<file path="src/mon_pkg.sv">
// Purpose: shared constants and types for the write-monitor serial port
// Assumes: 100 MHz system clock on both ends
// Notes: frame layout and link timing live here
package mon_pkg;
    localparam int FRAME_BITS = 21;           // bits per frame
    localparam int CNT_W = 5;                 // frame bit counter width
    localparam int DATA_ADDR_W = 16;          // watched data address width
    localparam int CODE_ADDR_W = 18;          // trigger code address width
    localparam int WORD_W = 16;               // captured word width
    localparam int MODE_BIT = 18;             // frame type select
    localparam int STORE_BIT = 19;            // store address into buffer
    localparam int RUN_BIT = 20;              // start or stop monitoring
    localparam logic [CNT_W-1:0] LAST_BIT = 5'h14; // index of final bit
    localparam logic [FRAME_BITS-1:0] FRAME_RST = 21'h000000; // cleared frame
    localparam int LINK_PERIOD_NS = 125;      // host link clock period
    localparam int SYS_PERIOD_NS = 10;        // system clock period
    // half link period in system cycles, rounded down
    localparam int HALF_CYC = (LINK_PERIOD_NS / 2) / SYS_PERIOD_NS;
    localparam int DIV_W = 4;                 // divider counter width
    localparam logic [DIV_W-1:0] HALF_CNT = DIV_W'(HALF_CYC - 1); // divider reload
endpackage

</file>
<file path="src/mon_link_if.sv">
// Purpose: link between debug host and monitor device
// Assumes: both ends run on clk_sys; serial clock is a sampled data pin
// Notes: all link signals are single-direction
`timescale 1ns/100ps
`default_nettype none
interface mon_link_if;
    logic monitorSerialClock; // host shift clock
    logic monitorSerialIn;    // host to device frame bits
    logic monitorSerialOut;   // device to host readout bits
    logic matchAcknowledge;   // device readout pending
    logic monitorModePin;     // monitor enable level
    // device end
    modport device (
        input monitorSerialClock, monitorSerialIn, monitorModePin,
        output monitorSerialOut, matchAcknowledge
    );
    // host end
    modport host (
        output monitorSerialClock, monitorSerialIn, monitorModePin,
        input monitorSerialOut, matchAcknowledge
    );
endinterface
`default_nettype wire

</file>
<file path="src/sync_edge.sv">
// Purpose: two-flop synchroniser for one pin with edge detect
// Assumes: pin is asynchronous to clk_sys
// Notes: edges are taken between second and third flop only
`timescale 1ns/100ps
`default_nettype none
module sync_edge
    import mon_pkg::*;
#(
    parameter logic RST_VAL = 1'b0 // idle level of the pin
) (
    input wire logic clk_sys, // system clock
    input wire logic rst,     // async reset, active high
    input wire logic pinIn,   // raw pin
    output logic levelOut,    // synchronised level
    output logic riseOut,     // one-cycle rising pulse
    output logic fallOut      // one-cycle falling pulse
);
    typedef struct packed {
        logic meta;  // first stage, read only by stage two
        logic sync;  // second stage
        logic prev;  // history for edges
    } state_t;
    state_t s_q;   // registered state
    state_t s_d;   // next state

    // shift the pin through the chain
    always_comb
    begin
        s_d = s_q;
        s_d.meta = pinIn;
        s_d.sync = s_q.meta;
        s_d.prev = s_q.sync;
    end

    // state register
    always_ff @(posedge clk_sys or posedge rst)
    begin
        if (rst)
        begin
            s_q <= '{meta: RST_VAL, sync: RST_VAL, prev: RST_VAL};
        end
        else
        begin
            s_q <= s_d;
        end
    end

    assign levelOut = s_q.sync;
    assign riseOut = s_q.sync & ~s_q.prev;
    assign fallOut = ~s_q.sync & s_q.prev;
endmodule
`default_nettype wire

</file>
<file path="src/mon_device.sv">
// Purpose: device end of the data-write monitor serial port
// Assumes: cpu write and program counter ports are on clk_sys
// Notes: core reset/stop/halt are not inputs; only rst and mode pin clear it
//   link clock and data are sampled pins, so each edge is seen about three
//   clk_sys cycles late; the host's half period leaves room for that lag
//   the readout word is loaded as acknowledge rises, so a hit in mid-frame
//   sends part of the word in that frame; the host should read between frames
//   acknowledge drops at the end of whichever frame follows its rise
//   a write and a frame end in one cycle: the write is kept (set wins)
//   a hit and a run frame end in one cycle: the hit wins and disarms
//   bits 16-17 of a data-address frame are ignored, not checked
//
`timescale 1ns/100ps
`default_nettype none
module mon_device
    import mon_pkg::*;
(
    input wire logic clk_sys,               // system clock
    input wire logic rst,                   // async reset, active high
    mon_link_if.device link,                // serial link to host
    input wire logic cpuWrite,              // cpu data write strobe
    input wire logic [DATA_ADDR_W-1:0] cpuWriteAddr, // cpu write address
    input wire logic [WORD_W-1:0] cpuWriteData, // cpu write data
    input wire logic [CODE_ADDR_W-1:0] progCounter, // current program counter
    output logic monitorActive              // comparison armed
);
    typedef struct packed {
        logic [FRAME_BITS-1:0] rxShift;   // incoming frame
        logic [FRAME_BITS-1:0] txShift;   // outgoing frame
        logic [CNT_W-1:0] bitCnt;         // bits taken this frame
        logic [DATA_ADDR_W-1:0] dataAddr; // watched data address
        logic [CODE_ADDR_W-1:0] codeAddr; // trigger code address
        logic [WORD_W-1:0] captured;      // captured word
        logic captureValid;               // a write was seen since arming
        logic armed;                      // comparing addresses
        logic ack;                        // acknowledge output
        logic txBit;                      // serial output bit
        logic modeSync1;                  // mode pin first stage
        logic modeSync2;                  // mode pin second stage
    } state_t;
    state_t s_q;  // registered state
    state_t s_d;  // next state
    logic clkLevel; // synchronised link clock
    logic clkRise;  // link clock rising
    logic clkFall;  // link clock falling
    logic rxLevel;  // synchronised serial input
    logic [FRAME_BITS-1:0] frame; // completed frame view
    logic writeHit; // cpu write to the watched address while armed
    logic matchHit; // program counter hit that raises acknowledge

    // readout frame: word in the low bits, pad bits driven zero
    function automatic logic [FRAME_BITS-1:0] readoutFrame(input logic [WORD_W-1:0] word);
        return {5'h00, word};
    endfunction

    // link clock and data pins pass two flops each
    sync_edge #(.RST_VAL(1'b1)) syncClk (
        .clk_sys(clk_sys),
        .rst(rst),
        .pinIn(link.monitorSerialClock),
        .levelOut(clkLevel),
        .riseOut(clkRise),
        .fallOut(clkFall)
    );
    // data pin idles high like the clock, so reset makes no false edge
    sync_edge #(.RST_VAL(1'b1)) syncRx (
        .clk_sys(clk_sys),
        .rst(rst),
        .pinIn(link.monitorSerialIn),
        .levelOut(rxLevel),
        .riseOut(),
        .fallOut()
    );

    // frame as it will stand after the final bit is shifted in
    assign frame = {rxLevel, s_q.rxShift[FRAME_BITS-1:1]};

    // a write only counts while comparison is armed; writes elsewhere
    // or while stopped leave the captured word alone
    assign writeHit = s_q.armed && cpuWrite && (cpuWriteAddr == s_q.dataAddr);
    // a pc hit before any capture since arming is ignored, so a stale
    // word from an earlier watch is never reported
    assign matchHit = s_q.armed && s_q.captureValid && (progCounter == s_q.codeAddr);

    // next-state logic
    always_comb
    begin
        s_d = s_q;
        s_d.modeSync1 = link.monitorModePin;
        s_d.modeSync2 = s_q.modeSync1;
        if (!s_q.modeSync2)
        begin
            // everything cleared while disabled; lines assumed idle high
            s_d.rxShift = FRAME_RST;
            s_d.txShift = FRAME_RST;
            s_d.bitCnt = '0;
            s_d.dataAddr = '0;
            s_d.codeAddr = '0;
            s_d.captured = '0;
            s_d.captureValid = 1'b0;
            s_d.armed = 1'b0;
            s_d.ack = 1'b0;
            s_d.txBit = 1'b0;
        end
        else
        begin
            // output changes on falling link edge
            if (clkFall)
            begin
                s_d.txBit = s_q.txShift[0];
                s_d.txShift = {1'b0, s_q.txShift[FRAME_BITS-1:1]};
            end
            // input sampled on rising link edge, in step with output
            if (clkRise)
            begin
                s_d.rxShift = frame;
                if (s_q.bitCnt == LAST_BIT)
                begin
                    s_d.bitCnt = '0;
                    // readout finished with this frame
                    s_d.ack = 1'b0;
                    if (frame[STORE_BIT])
                    begin
                        if (frame[MODE_BIT])
                        begin
                            s_d.codeAddr = frame[CODE_ADDR_W-1:0];
                        end
                        else
                        begin
                            // bits 16-17 expected zero and ignored
                            s_d.dataAddr = frame[DATA_ADDR_W-1:0];
                        end
                    end
                    // run bit arms or re-arms, zero stops
                    s_d.armed = frame[RUN_BIT];
                    // each arming waits for a fresh write
                    s_d.captureValid = 1'b0;
                end
                else
                begin
                    s_d.bitCnt = s_q.bitCnt + 5'h01;
                end
            end
            // the sets below come last so that they win over the clears above
            if (writeHit)
            begin
                // newest write to the watched address wins
                s_d.captured = cpuWriteData;
                s_d.captureValid = 1'b1;
            end
            // pc hit after a capture raises acknowledge and disarms
            if (matchHit)
            begin
                s_d.ack = 1'b1;
                // a run frame ending in this cycle is overridden; the host sees
                // the acknowledge and re-arms with the readout frame
                s_d.armed = 1'b0;
                // word enters the output path as ack rises; a fall in the same
                // cycle has already sent the old bit, so nothing is lost
                s_d.txShift = readoutFrame(s_q.captured);
            end
        end
    end

    // state register; core reset is not an input here
    always_ff @(posedge clk_sys or posedge rst)
    begin
        if (rst)
        begin
            s_q <= '0;
        end
        else
        begin
            s_q <= s_d;
        end
    end

    // outputs come straight from the state register
    assign link.monitorSerialOut = s_q.txBit;
    assign link.matchAcknowledge = s_q.ack;
    assign monitorActive = s_q.armed;
endmodule
`default_nettype wire

</file>
<file path="src/flat_wrapper.sv">
// flat-port wrapper written by rule: the top's interface ports become plain ports
module mon_device_flat import mon_pkg::*;
  (clk_sys, rst, cpuWrite, cpuWriteAddr, cpuWriteData, progCounter, monitorActive, link_monitorSerialClock, link_monitorSerialIn, link_monitorModePin, link_monitorSerialOut, link_matchAcknowledge);
  mon_link_if link_i ();
  input wire logic clk_sys;
  input wire logic rst;
  input wire logic cpuWrite;
  input wire logic [DATA_ADDR_W-1:0] cpuWriteAddr;
  input wire logic [WORD_W-1:0] cpuWriteData;
  input wire logic [CODE_ADDR_W-1:0] progCounter;
  output logic monitorActive;
  input wire logic [$bits(link_i.monitorSerialClock)-1:0] link_monitorSerialClock;
  input wire logic [$bits(link_i.monitorSerialIn)-1:0] link_monitorSerialIn;
  input wire logic [$bits(link_i.monitorModePin)-1:0] link_monitorModePin;
  output wire logic [$bits(link_i.monitorSerialOut)-1:0] link_monitorSerialOut;
  output wire logic [$bits(link_i.matchAcknowledge)-1:0] link_matchAcknowledge;
  assign link_i.monitorSerialClock = link_monitorSerialClock;
  assign link_i.monitorSerialIn = link_monitorSerialIn;
  assign link_i.monitorModePin = link_monitorModePin;
  assign link_monitorSerialOut = link_i.monitorSerialOut;
  assign link_matchAcknowledge = link_i.matchAcknowledge;
  mon_device u_core (.clk_sys(clk_sys), .rst(rst), .link(link_i), .cpuWrite(cpuWrite), .cpuWriteAddr(cpuWriteAddr), .cpuWriteData(cpuWriteData), .progCounter(progCounter), .monitorActive(monitorActive));
endmodule
</file>
<file path="config.mk">
export PLATFORM = sky130hd
export DESIGN_NAME = mon_device_flat
export DESIGN_NICKNAME = d
export VERILOG_FILES = /design/src/mon_pkg.sv /design/src/mon_link_if.sv /design/src/sync_edge.sv /design/src/mon_device.sv /design/src/flat_wrapper.sv
export SDC_FILE = /design/constraint.sdc
export NUM_CORES = 1
export LEC_CHECK = 0
export ABC_AREA = 1
export BUFFER_PORTS_ARGS = -buffer_cell sky130_fd_sc_hd__buf_2
export CAP_MARGIN = 5
export CORE_AREA = 5 5 145 91
export DETAILED_ROUTE_END_ITERATION = 8
export DIE_AREA = 0 0 150 96
export PLACE_DENSITY = 0.7
export SLEW_MARGIN = 30
export SYNTH_ARGS = -nofsm -noshare
export SYNTH_HDL_FRONTEND = slang
export SYNTH_SLANG_ARGS = --single-unit
</file>
<file path="constraint.sdc">
create_clock -name clk_sys -period 4.6 [get_ports clk_sys]
set_clock_uncertainty 0.05 [all_clocks]
set_input_delay 0.92 -clock clk_sys [delete_from_list [all_inputs] [get_ports clk_sys]]
set_output_delay 0.92 -clock clk_sys [all_outputs]
set_load 0.03 [all_outputs]
</file>
# --- After elaboration in Yosys (flattened, before gate mapping) ---
# Cells that the tools add are included.
op_classes:
  n_addsub: 1
  eq_ne: 15
  mux: 15
  bitwise: 4
  n_reduce_logical: 8
op_table:
  columns: ["op", "n"]
  rows:
  - ["101-bit two-way mux", 1]
  - ["34-bit two-way mux", 2]
  - ["21-bit two-way mux", 3]
  - ["39-bit two-way mux", 1]
  - ["18-bit equality test", 1]
  - ["18-bit two-way mux", 1]
  - ["17-bit two-way mux", 1]
  - ["16-bit equality test", 1]
  - ["16-bit two-way mux", 1]
  - ["3-bit != test, second input constant", 5]
  - ["2-bit != test, second input constant", 5]
  - ["4-bit AND reduction", 2]
  - ["3-bit two-way mux", 2]
  - ["5-bit by 1-bit adder with 5-bit output, second input constant", 1]
  - ["5-bit equality test, second input constant", 1]
  - ["5-bit two-way mux", 1]
  - ["1-bit logical AND", 4]
  - ["2-bit by 1-bit != test with 1-bit output, second input constant", 2]
  - ["2-bit AND reduction", 2]
  - ["1-bit bitwise AND", 2]
  - ["2-bit two-way mux", 1]
  - ["1-bit inverter", 2]
  - ["1-bit two-way mux", 1]
word_totals:
  register_bits: 108

# --- Longest topological paths before layout ---
# Gate-level depths: netlist of run 1.
depth:
  word_depth: 5
  mapped_depth: 13
  depth_no_buf: 11

# --- By module ---
# Synthesis of run 1 repeated with hierarchy kept, for this count alone.
hier_totals:
  hier_cells: 637
  hier_area_um2: 5056.1
by_module_without_submodules:
  columns: ["mod", "instances", "cells_each", "area_per_inst_um2", "seq_area_each_um2"]
  rows:
  - ["mon_device", 1, 621, 4860.9, 2427.3]
  - ["sync_edge", 2, 8, 97.6, 78.8]

# --- Worst setup path before layout of run 1 ---
# Ideal clock, no wire load.
synth_timing:
  kind: "input port to flip-flop"
  start: "input port progCounter[17]"
  end: "register u_core.s_q[65] (netlist bit)"
  setup_ns: 0.116
  t_arrival_ns: 1.945
  required_time_ns: 4.434
  path_slack_ns: 2.489
  cell_stages: 13
  path_cell_list: "inv_1 > nand2_1 > nand2_1 > nor2_1 > nand2_1 > nor2_4 > nand3_4 > buf_6 > buf_6 > nand2_1 > nand2_1 > nand2_1 > nand2_1"
synth_via:
  elab_chain_len: 4
  elab_cells_between_ends: 5
synth_rtl:
  columns: ["item", "line", "text"]
  rows:
  - ["start: declaration", "flat_wrapper.sv:10", "input wire logic [CODE_ADDR_W-1:0] progCounter;"]
  - ["18-bit equality test *", "mon_device.sv:83", "assign matchHit = s_q.armed && s_q.captureValid && (progCounter == s_q.codeAddr);"]
  - ["1-bit logical AND *", "mon_device.sv:83", null]
  - ["21-bit two-way mux", "mon_device.sv:152", "if (matchHit)"]
  - ["101-bit two-way mux", "mon_device.sv:91", "if (!s_q.modeSync2)"]
  - ["end signal: assignment", "mon_device.sv:170", "s_q <= '0;"]
  - ["end signal: assignment", "mon_device.sv:174", "s_q <= s_d;"]
  - ["end: declaration", "mon_device.sv:41", "state_t s_q;"]
# Mark *: on every way between the ends. The rest lies on a longest branch, timed or not.
# A chain may end at the register's enable or synchronous reset.

# --- Worst setup path in the final report of run 1 ---
layout_timing:
  start: "register u_core.s_q[0] (netlist bit)"
  end: "register u_core.s_q[32] (netlist bit)"
layout_via:
  elab_chain_len: 2
  elab_cells_between_ends: 6
layout_rtl:
  columns: ["item"]
  rows:
  - ["2-bit by 1-bit != test with 1-bit output (no source line) / 2-bit != test (equally long branches)"]
  - ["4-bit AND reduction (no source line)"]
# Parallel ways exist; a longest one is shown, timed or not.

==> results of run 1 <==
-- state kept, by name, summed over array words and instances, names as in the netlist --
signal	flops
u_core.s_q	73
u_core.frame	20
u_core.link.matchAcknowledge	1
u_core.link.monitorSerialOut	1
u_core.monitorActive	1
u_core.s_d	1
u_core.syncClk.levelOut	1
u_core.syncClk.s_d	1
u_core.syncClk.s_q	1
u_core.syncRx.levelOut	1
u_core.syncRx.s_d	1
-- per-layer routing --
metal / share of wire (%) / global-route usage [%] / up-vias / wire, um
met5: 0 / 0 / - / 0
met4: 2.0 / 6.54 / 0 / 233
met3: 5.4 / 3.48 / 16 / 618
met2: 44 / 25.1 / 97 / 5050
met1: 48 / 24.5 / 1930 / 5540
li1: - / - / 2007 / -
-- final cells by class --
type                    instances  area (um2)
repair buffers                 61         313
clock buffers                   9         225
fillers                      1154        6260
multi-input cells             417        1930
clock inverters                 7        96.3
well taps                     165         206
flip-flops and latches        102        2560
inverters                      53         204
-- cell usage in the layout, fill, tap and decap left out, types with 3 or more instances in the layout --
cell	netlist	layout
o22ai_1	4	4
buf_2	8	58
or2_2	3	3
xor2_1	3	3
clkbuf_16	0	9
nor2_2	2	3
inv_6	0	3
nand4_1	34	34
dfstp_2	5	5
inv_1	53	52
nor2_1	30	29
a21oi_1	6	6
nand2_1	233	232
buf_4	1	3
nand3_1	22	22
o21ai_0	54	54
o21ai_1	6	6
dfrtp_1	97	97
xnor2_1	7	7
-- worst paths after layout --
| path | from | endpoint | slack (ns) |
|---|---|---|---|
| min in group asynchronous | rst | u_core.s_q[35] | 0.64 |
| hold / removal | u_core.s_d[0] | u_core.s_q[0] | 0.30 |
| hold reg to reg | u_core.s_d[0] | u_core.s_q[0] | 0.30 |
| setup / recovery | u_core.s_q[0] | u_core.s_q[32] | 1.93 |
| max in group asynchronous | rst | u_core.s_q[8] | 3.07 |
| setup reg to reg | u_core.s_q[0] | u_core.s_q[32] | 1.93 |
-- through the flow --
| step | instances | util [%] | hold WS [ns] |
|---|---|---|---|
| finish | 814 | 46.9 | 0.304 |
| global route | 814 | 46.9 | 0.313 |
| CTS | 814 | 46.9 | 0.308 |
| detailed placement | 798 | 44.1 | 0.292 |
| global placement | 798 | 44.1 | 0.285 |
| floorplan | 598 | - | 0.281 |
-- logic make-up after synthesis --
group	synth area share, %
buffers and inverters	6.77
XOR/XNOR	1.82
flip-flops	53.2
adder cells (fa/ha/maj)	0.520
AND/OR/NAND/NOR	29.6
AO/OA/AOI/OAI	8.04
-- critical path: stages, from the launching register on --
cell,delay (ns)
dfrtp_1,0.32
buf_4,0.50
inv_1,0.29
nor2_2,0.15
buf_4,0.33
nor2_1,0.17
nand2_2,0.48
nand2_1,0.12
o21ai_0,0.12
-- power by group through the flow --
stage	combinational, uW	sequential (uW)	clock (uW)
final	133	920	815
after global routing	154	922	867
after CTS	135	920	833
after detailed placement	134	937	0
after global placement	130	936	0
after floorplan	85.6	935	0
==> impl_metrics.py, run 1 <==
metrics = {
    "outcome": {
        "status": "finished clean",
    },
    "placement": {
        "place_area_um2": 5200,
        "io_buffers": 58,
        "pre_cts_ws_ns": 1.65,
        "place_hpwl_um": 7910,
        "routabilityCongestion": 0.821,
    },
    "sta": {
        "fin_crit_sh_pct": 58.0,
        "relSlewSlack_pct": 45.8,
        "slew_violations": 0,
        "timing.final.hold_violations": 0,
        "fmax_mhz": 375,
        "finalSetupTns_ns": 0,
        "layout_setup_ws_ns": 1.93,
        "rsz0062_at_grt": "no",
        "fin_crit_ns": 2.67,
        "worst_pin_slew_ns": 0.811,
        "setup_violations": 0,
    },
    "power_and_ir_drop": {
        "finalPower_uw": 1870,
        "power_switching_share_pct": 23.3,
        "seqPwrFrac_pct": 49.2,
        "comb_power_share_pct": 7.1,
        "ir_drop_uv": 169,
        "p_int_uw": 1430,
        "p_leak_uw": 0.00280,
        "power_density_nw_per_um2": 338,
        "p_sw_uw": 436,
        "clockPowerShare_pct": 43.6,
    },
    "synthesis": {
        "syn-num-nets": 656,
        "synthCells": 598,
        "synth_edf_count": 0,
        "yosysSeqAreaShare_pct": 53.2,
        "synth-seq-cells": 102,
        "postSynthAreaPerCell_um2": 8.04,
        "synth_area_um2": 4810,
        "synth_largest_area_cell": "dfrtp_1",
        "synth_area_leaders": "dfrtp_1 50%, nand2_1 18%, o21ai_0 5.6%, nand4_1 4.4%, inv_1 4.1%",
        "postSynth.asyncResetShare_pct": 100,
        "synth_common_cells": "233 x nand2_1, 97 x dfrtp_1, 54 x o21ai_0, 53 x inv_1, 34 x nand4_1",
        "yosys_warnings": 0,
        "synth_top_area_share_pct": 50.5,
        "synth_cell_types": 30,
        "synth_most_common_cell": "nand2_1",
        "synth_top_flop_cell": "dfrtp_1",
    },
    "die": {
        "initial_core_util_pct": 40.8,
        "dieArea_um2": 14400,
        "die_w_um": 150,
        "pin_count": 59,
        "design.core.area_um2": 11800,
        "die_y_um": 96,
        "rows": 31,
    },
    "global_route": {
        "grt_antenna_before_repair": 0,
        "grt_pass1_wl_um": 18900,
        "track_usage_pct": 16.9,
        "overflow": 0,
        "grt_pass1_vias": 3813,
        "grt_max_degree": 78,
    },
    "detailed_routing": {
        "wl_per_cell_um": 14.1,
        "detail_route.drc_violations": 0,
        "vias_per_cell": 4.98,
        "ant_nets": 0,
        "wl_um": 11400,
        "drt_pass1_iterations": 7,
        "via_count": 4050,
        "drtIter0Drc": 300,
    },
    "clock_tree": {
        "clock_insertion_delay_worst_skew_ns": 0.35,
        "cts_buffer_depth": 2,
        "cts_hold_buf": 0,
        "cts_resized": 0,
        "cts_setup_buffers": 0,
        "cts-buffers-inserted": 9,
        "clock_tree.root_cell": "clkbuf_16",
        "h-tree-depth": 3,
        "cts_tree": "yes",
        "path_clk_slew_ns": 0.07,
        "cts_num_sinks": 102,
    },
    "cells_and_area": {
        "final_nets": 702,
        "syn2layout_area_growth_pct": 15.1,
        "diodes": 0,
        "final_cell_area_um2": 5530,
        "drive_gt1_share_pct": 14.9,
    },
    "worst_setup_path": {
        "cp_max_fo": 58,
        "worstSetupPathType": "reg -> reg",
        "start_kind": "flip-flop",
        "endpoint_kind": "flip-flop",
        "cp.arrival_ns": 2.87,
        "required_ns": 4.80,
        "r2r_cells": 8,
    },
    "min_path": {
        "min_path_cells": 0,
        "holdCritPathClass": "reg -> reg",
    },
    "run": {
        "maxCapViolations": 0,
    },
}
No activity file was read; power rests on OpenSTA's default activity.
==> run 2, diff against run 1 <==
==> constraint.sdc (replaced) <==
create_clock -name clk_sys -period 2.7 [get_ports clk_sys]
set_clock_uncertainty 0.05 [all_clocks]
set_input_delay 0.54 -clock clk_sys [delete_from_list [all_inputs] [get_ports clk_sys]]
set_output_delay 0.54 -clock clk_sys [all_outputs]
set_load 0.03 [all_outputs]
==> run 2 against run 1 <==
Against the previous run: combinational power rose by 77%; sequential power grew 71%; routed wire length grew 2.2%; cell area grew 0.84%; via count increased by 1.7%.
==> impl_metrics.py, run 2 (synthesis results as in run 1) <==
metrics = {
    "outcome": {
        "status": "finished clean",
    },
    "clock_tree": {
        "cts_tree": "yes",
        "cts_resized": 0,
        "cts_setup_buffers": 0,
        "clock_tree.root_cell": "clkbuf_16",
        "clock_insertion_delay_worst_skew_ns": 0.34,
        "path_clk_slew_ns": 0.07,
        "h-tree-depth": 3,
        "cts-buffers-inserted": 9,
        "cts_hold_buf": 0,
        "cts_num_sinks": 102,
        "cts_buffer_depth": 2,
    },
    "detailed_routing": {
        "ant_nets": 0,
        "drt_pass1_iterations": 5,
        "wl_um": 11700,
        "wl_per_cell_um": 14.2,
        "via_count": 4117,
        "vias_per_cell": 4.99,
        "detail_route.drc_violations": 0,
        "drtIter0Drc": 291,
    },
    "power_and_ir_drop": {
        "power_density_nw_per_um2": 540,
        "ir_drop_uv": 279,
        "p_leak_uw": 0.00283,
    },
    "worst_setup_path": {
        "endpoint_kind": "flip-flop",
        "start_kind": "flip-flop",
        "cp.arrival_ns": 2.21,
        "reg2reg_slack_ns": 0.65,
        "required_ns": 2.86,
        "cp_max_fo": 36,
        "worstSetupPathType": "reg -> reg",
    },
    "cells_and_area": {
        "syn2layout_area_growth_pct": 16.0,
        "largest_reg_flops": 73,
        "layout.cells.non_filler": 825,
        "final_nets": 713,
        "diodes": 0,
        "final_common_cell": "nand2_1",
        "largest-register": "u_core.s_q",
        "drive_gt1_share_pct": 16.2,
        "mostFrequentLayoutCells": "233 x nand2_1, 97 x dfrtp_1, 58 x buf_2",
    },
    "global_route": {
        "grt_antenna_before_repair": 0,
        "track_usage_pct": 17.4,
        "grt_pass1_vias": 4042,
        "grt_pass1_wl_um": 19600,
        "grt_max_degree": 50,
        "overflow": 0,
    },
    "die": {
        "pin_count": 59,
        "rows": 31,
        "initial_core_util_pct": 40.8,
        "die_y_um": 96,
        "die_w_um": 150,
        "dieArea_um2": 14400,
        "design.core.area_um2": 11800,
    },
    "sta": {
        "finalSetupTns_ns": 0,
        "fmax_mhz": 488,
        "slew_violations": 0,
        "relSlewSlack_pct": 45.4,
        "fin_crit_sh_pct": 76.0,
        "worst_pin_slew_ns": 0.818,
        "timing.final.hold_violations": 0,
        "rsz0062_at_grt": "no",
        "setup_violations": 0,
        "fin_crit_ns": 2.05,
    },
    "placement": {
        "routabilityCongestion": 0.884,
        "placed_cells": 809,
        "io_buffers": 58,
        "place_hpwl_um": 8430,
    },
    "run": {
        "maxCapViolations": 0,
    },
    "min_path": {
        "holdCritPathClass": "in -> reg",
    },
}
==> run 2: cell count changes in the layout (fill, tap and decap cells not counted), sizes merged <==
cell,delta
buf,+11
bufinv,-2
clkbuf,+1
clkinv,+3
clkinvlp,+1
inv,-3
==> run 2: stage by stage <==
stage          setup WS, ns  hold WS (ns)  area [um2]  utilization, %  total power, uW
3_5_place_dp          0.632         0.288        5300            45.0             1840
3_3_place_gp          0.693         0.284        5300            45.0             1830
6_report              0.649         0.248        5580            47.3             3010
2_1_floorplan         0.897         0.281        4810               -             1740
5_1_grt               0.320         0.231        5580            47.3             3140
4_1_cts               0.631         0.235        5580            47.3             3040
==> run 2: worst paths after layout <==
path | start | endpoint | cells past startpoint
worst max-delay path | u_core.syncClk.levelOut | u_core.s_q[34] | 7
worst min-delay path | link_monitorSerialClock | u_core.syncClk.s_d[1] | 1
worst max register to register | u_core.syncClk.levelOut | u_core.s_q[34] | 7
worst min register to register | u_core.s_d[0] | u_core.s_q[0] | 0
max in group asynchronous | rst | u_core.s_q[14] | 3
min in group asynchronous | rst | u_core.s_q[57] | 2
==> run 2: layer usage <==
| metal | global-route usage (%) | wire (um) | share of wire [%] |
|---|---|---|---|
| met4 | 6.24 | 259 | 2.2 |
| met1 | 24.5 | 5500 | 47 |
| met5 | 0 | 0 | 0 |
| met2 | 26.6 | 5130 | 44 |
| met3 | 3.76 | 799 | 6.8 |
==> run 2: power breakdown <==
| part | switching (uW) | internal (uW) | leakage (uW) |
|---|---|---|---|
| Combinational | 155 | 79.7 | 0.00129 |
| Clock | 559 | 647 | 0.000142 |
| Sequential | 16.3 | 1550 | 0.00140 |
| Total | 730 | 2280 | 0.00283 |
==> run 2: final cells by class <==
type                       count  area, um2
fill                        1167       6210
tap                          165        206
multi-input combinational    417       1930
clock inverter                 6       37.5
inverter                      53        203
clock buffer                  10        239
sequential                   102       2560
timing repair buffer          72        408
==> run 2: critical path: stages (launching register included) <==
cell and delay [ns]:
dfstp_2 0.53, inv_1 0.05, nor2_1 0.31, nor2_2 0.07, nor2_1 0.22, nand2_2 0.40, nand2_1 0.18, o21ai_0 0.09
==> run 3, diff against run 2 <==
==> constraint.sdc (replaced) <==
create_clock -name clk_sys -period 2 [get_ports clk_sys]
set_clock_uncertainty 0.05 [all_clocks]
set_input_delay 0.4 -clock clk_sys [delete_from_list [all_inputs] [get_ports clk_sys]]
set_output_delay 0.4 -clock clk_sys [all_outputs]
set_load 0.03 [all_outputs]
==> run 3 against run 2 <==
Against the previous run: total power is 43% higher; fmax rose by 15%; core utilization grew 0.88 points; critical path type unchanged; critical endpoint is now u_core.s_q[14].
==> impl_metrics.py, run 3 (synthesis results as in run 1) <==
metrics = {
    "clock_tree": {
        "path_clk_slew_ns": 0.07,
        "cts_tree": "yes",
        "h-tree-depth": 3,
        "cts_setup_buffers": 0,
        "cts-buffers-inserted": 9,
        "clock_insertion_delay_worst_skew_ns": 0.34,
        "cts_num_sinks": 102,
        "cts_buffer_depth": 2,
        "clock_tree.root_cell": "clkbuf_16",
    },
    "cells_and_area": {
        "drive_gt1_share_pct": 16.5,
        "mostFrequentLayoutCells": "233 x nand2_1, 97 x dfrtp_1, 58 x buf_2",
        "largest_reg_flops": 73,
        "diodes": 0,
        "final_nets": 714,
        "final_common_cell": "nand2_1",
        "largest-register": "u_core.s_q",
        "syn2layout_area_growth_pct": 18.2,
        "final_cell_area_um2": 5680,
    },
    "worst_setup_path": {
        "endpoint_kind": "flip-flop",
        "start_kind": "flip-flop",
        "r2r_cells": 8,
        "reg2reg_slack_ns": 0.21,
        "r2r_end": "u_core.s_q[14]",
        "cp_max_fo": 17,
        "r2r-start": "u_core.s_q[40]",
        "worstSetupPathType": "reg -> reg",
        "critPathLaunch": "u_core.s_q[40]",
        "required_ns": 2.18,
        "cp.arrival_ns": 1.96,
        "endpoint": "u_core.s_q[14]",
    },
    "placement": {
        "routabilityCongestion": 0.843,
        "place_area_um2": 5360,
        "place_hpwl_um": 8080,
        "io_buffers": 58,
    },
    "die": {
        "die_y_um": 96,
        "dieArea_um2": 14400,
        "design.core.area_um2": 11800,
        "die_w_um": 150,
        "pin_count": 59,
        "initial_core_util_pct": 40.8,
        "rows": 31,
    },
    "outcome": {
        "status": "finished clean",
    },
    "global_route": {
        "grt_pass1_wl_um": 18900,
        "grt_pass1_vias": 3855,
        "track_usage_pct": 16.7,
        "grt_antenna_before_repair": 0,
        "overflow": 0,
        "grt_max_degree": 57,
    },
    "sta": {
        "relSlewSlack_pct": 60.6,
        "worst_pin_slew_ns": 0.591,
        "finalSetupTns_ns": 0,
        "fin_crit_sh_pct": 89.3,
        "fin_crit_ns": 1.79,
        "slew_violations": 0,
        "fmax_mhz": 560,
        "setup_violations": 0,
        "timing.final.hold_violations": 0,
        "rsz0062_at_grt": "no",
    },
    "min_path": {
        "holdCritPathClass": "in -> async",
    },
    "run": {
        "maxCapViolations": 0,
    },
    "power_and_ir_drop": {
        "ir_drop_uv": 421,
        "p_leak_uw": 0.00287,
        "power_density_nw_per_um2": 759,
    },
    "detailed_routing": {
        "drtIter0Drc": 281,
        "wl_um": 11200,
        "detail_route.drc_violations": 0,
        "drt_pass1_iterations": 5,
        "wl_per_cell_um": 13.6,
        "ant_nets": 0,
        "vias_per_cell": 4.90,
        "via_count": 4049,
    },
}
[run 3: changes by cell type in the layout (fill, tap and decap cells not counted)]
cell,previous run,this run
clkbuf_8,1,0
clkinv_2,4,2
nor2_1,29,28
nor2_2,3,4
inv_6,0,2
buf_4,13,10
buf_12,1,5
bufinv_16,0,2
clkinvlp_4,1,2
clkinv_4,2,0
[run 3: worst max-delay path: stages, from the launching register on]
cell     delay (ns)
dfrtp_1        0.41
inv_1          0.06
nor2_1         0.04
nor3_1         0.27
nand2_1        0.09
nor2_1         0.13
nand3_2        0.34
nand3_1        0.20
nand2_1        0.07
[run 3: worst min-delay path by stage]
stage | from | endpoint | cells after the start
2_1_floorplan | u_core.s_d[0] | u_core.s_q[0] | 0
3_3_place_gp | u_core.s_d[0] | u_core.s_q[0] | 0
3_5_place_dp | u_core.s_d[0] | u_core.s_q[0] | 0
4_1_cts | rst | u_core.s_d[0] | 2
5_1_grt | link_monitorSerialClock | u_core.syncClk.s_d[1] | 1
6_report | rst | u_core.s_d[0] | 2
[run 3: per-stage QoR]
stage | power [uW] | std cells | worst slack (ns) | hold slack, ns | util [%]
2_1_floorplan | 2350 | 598 | 0.298 | 0.281 | -
3_3_place_gp | 2480 | 810 | 0.208 | 0.285 | 45.4
3_5_place_dp | 2500 | 810 | 0.148 | 0.296 | 45.4
4_1_cts | 4360 | 826 | 0.212 | 0.0678 | 48.2
5_1_grt | 4500 | 826 | 0.0662 | 0.0880 | 48.2
6_report | 4310 | 826 | 0.214 | 0.0579 | 48.2
[run 3: routing by layer]
metal	share of wire (%)	vias up	GRT usage [%]	wire length, um
li1	-	2028	-	-
met1	50	1919	24.5	5580
met2	44	88	24.8	4910
met3	5.1	14	3.53	575
met4	1.4	0	5.02	160
met5	0	-	0	0
[run 3: power by group]
part / switching (uW) / total, uW / internal, uW / leakage (uW)
logic: 219 / 339 / 121 / 0.00132
registers: 19.1 / 2120 / 2100 / 0.00140
clock network: 757 / 1860 / 1100 / 0.000156
total: 995 / 4310 / 3320 / 0.00287
[run 3: repair_timing]
action | 4_1_cts | 5_1_grt
hold buffers | 0 | 0
resized for setup | 0 | 1
setup endpoints to repair | 0 | 2
[run 3: final cells by class]
class                      count  area, um2
clock buffer                   9        225
clock inverter                 7       95.1
fill                        1150       6110
inverter                      53        203
multi-input combinational    417       1930
sequential                   102       2560
tap                          165        206
timing repair buffer          73        465
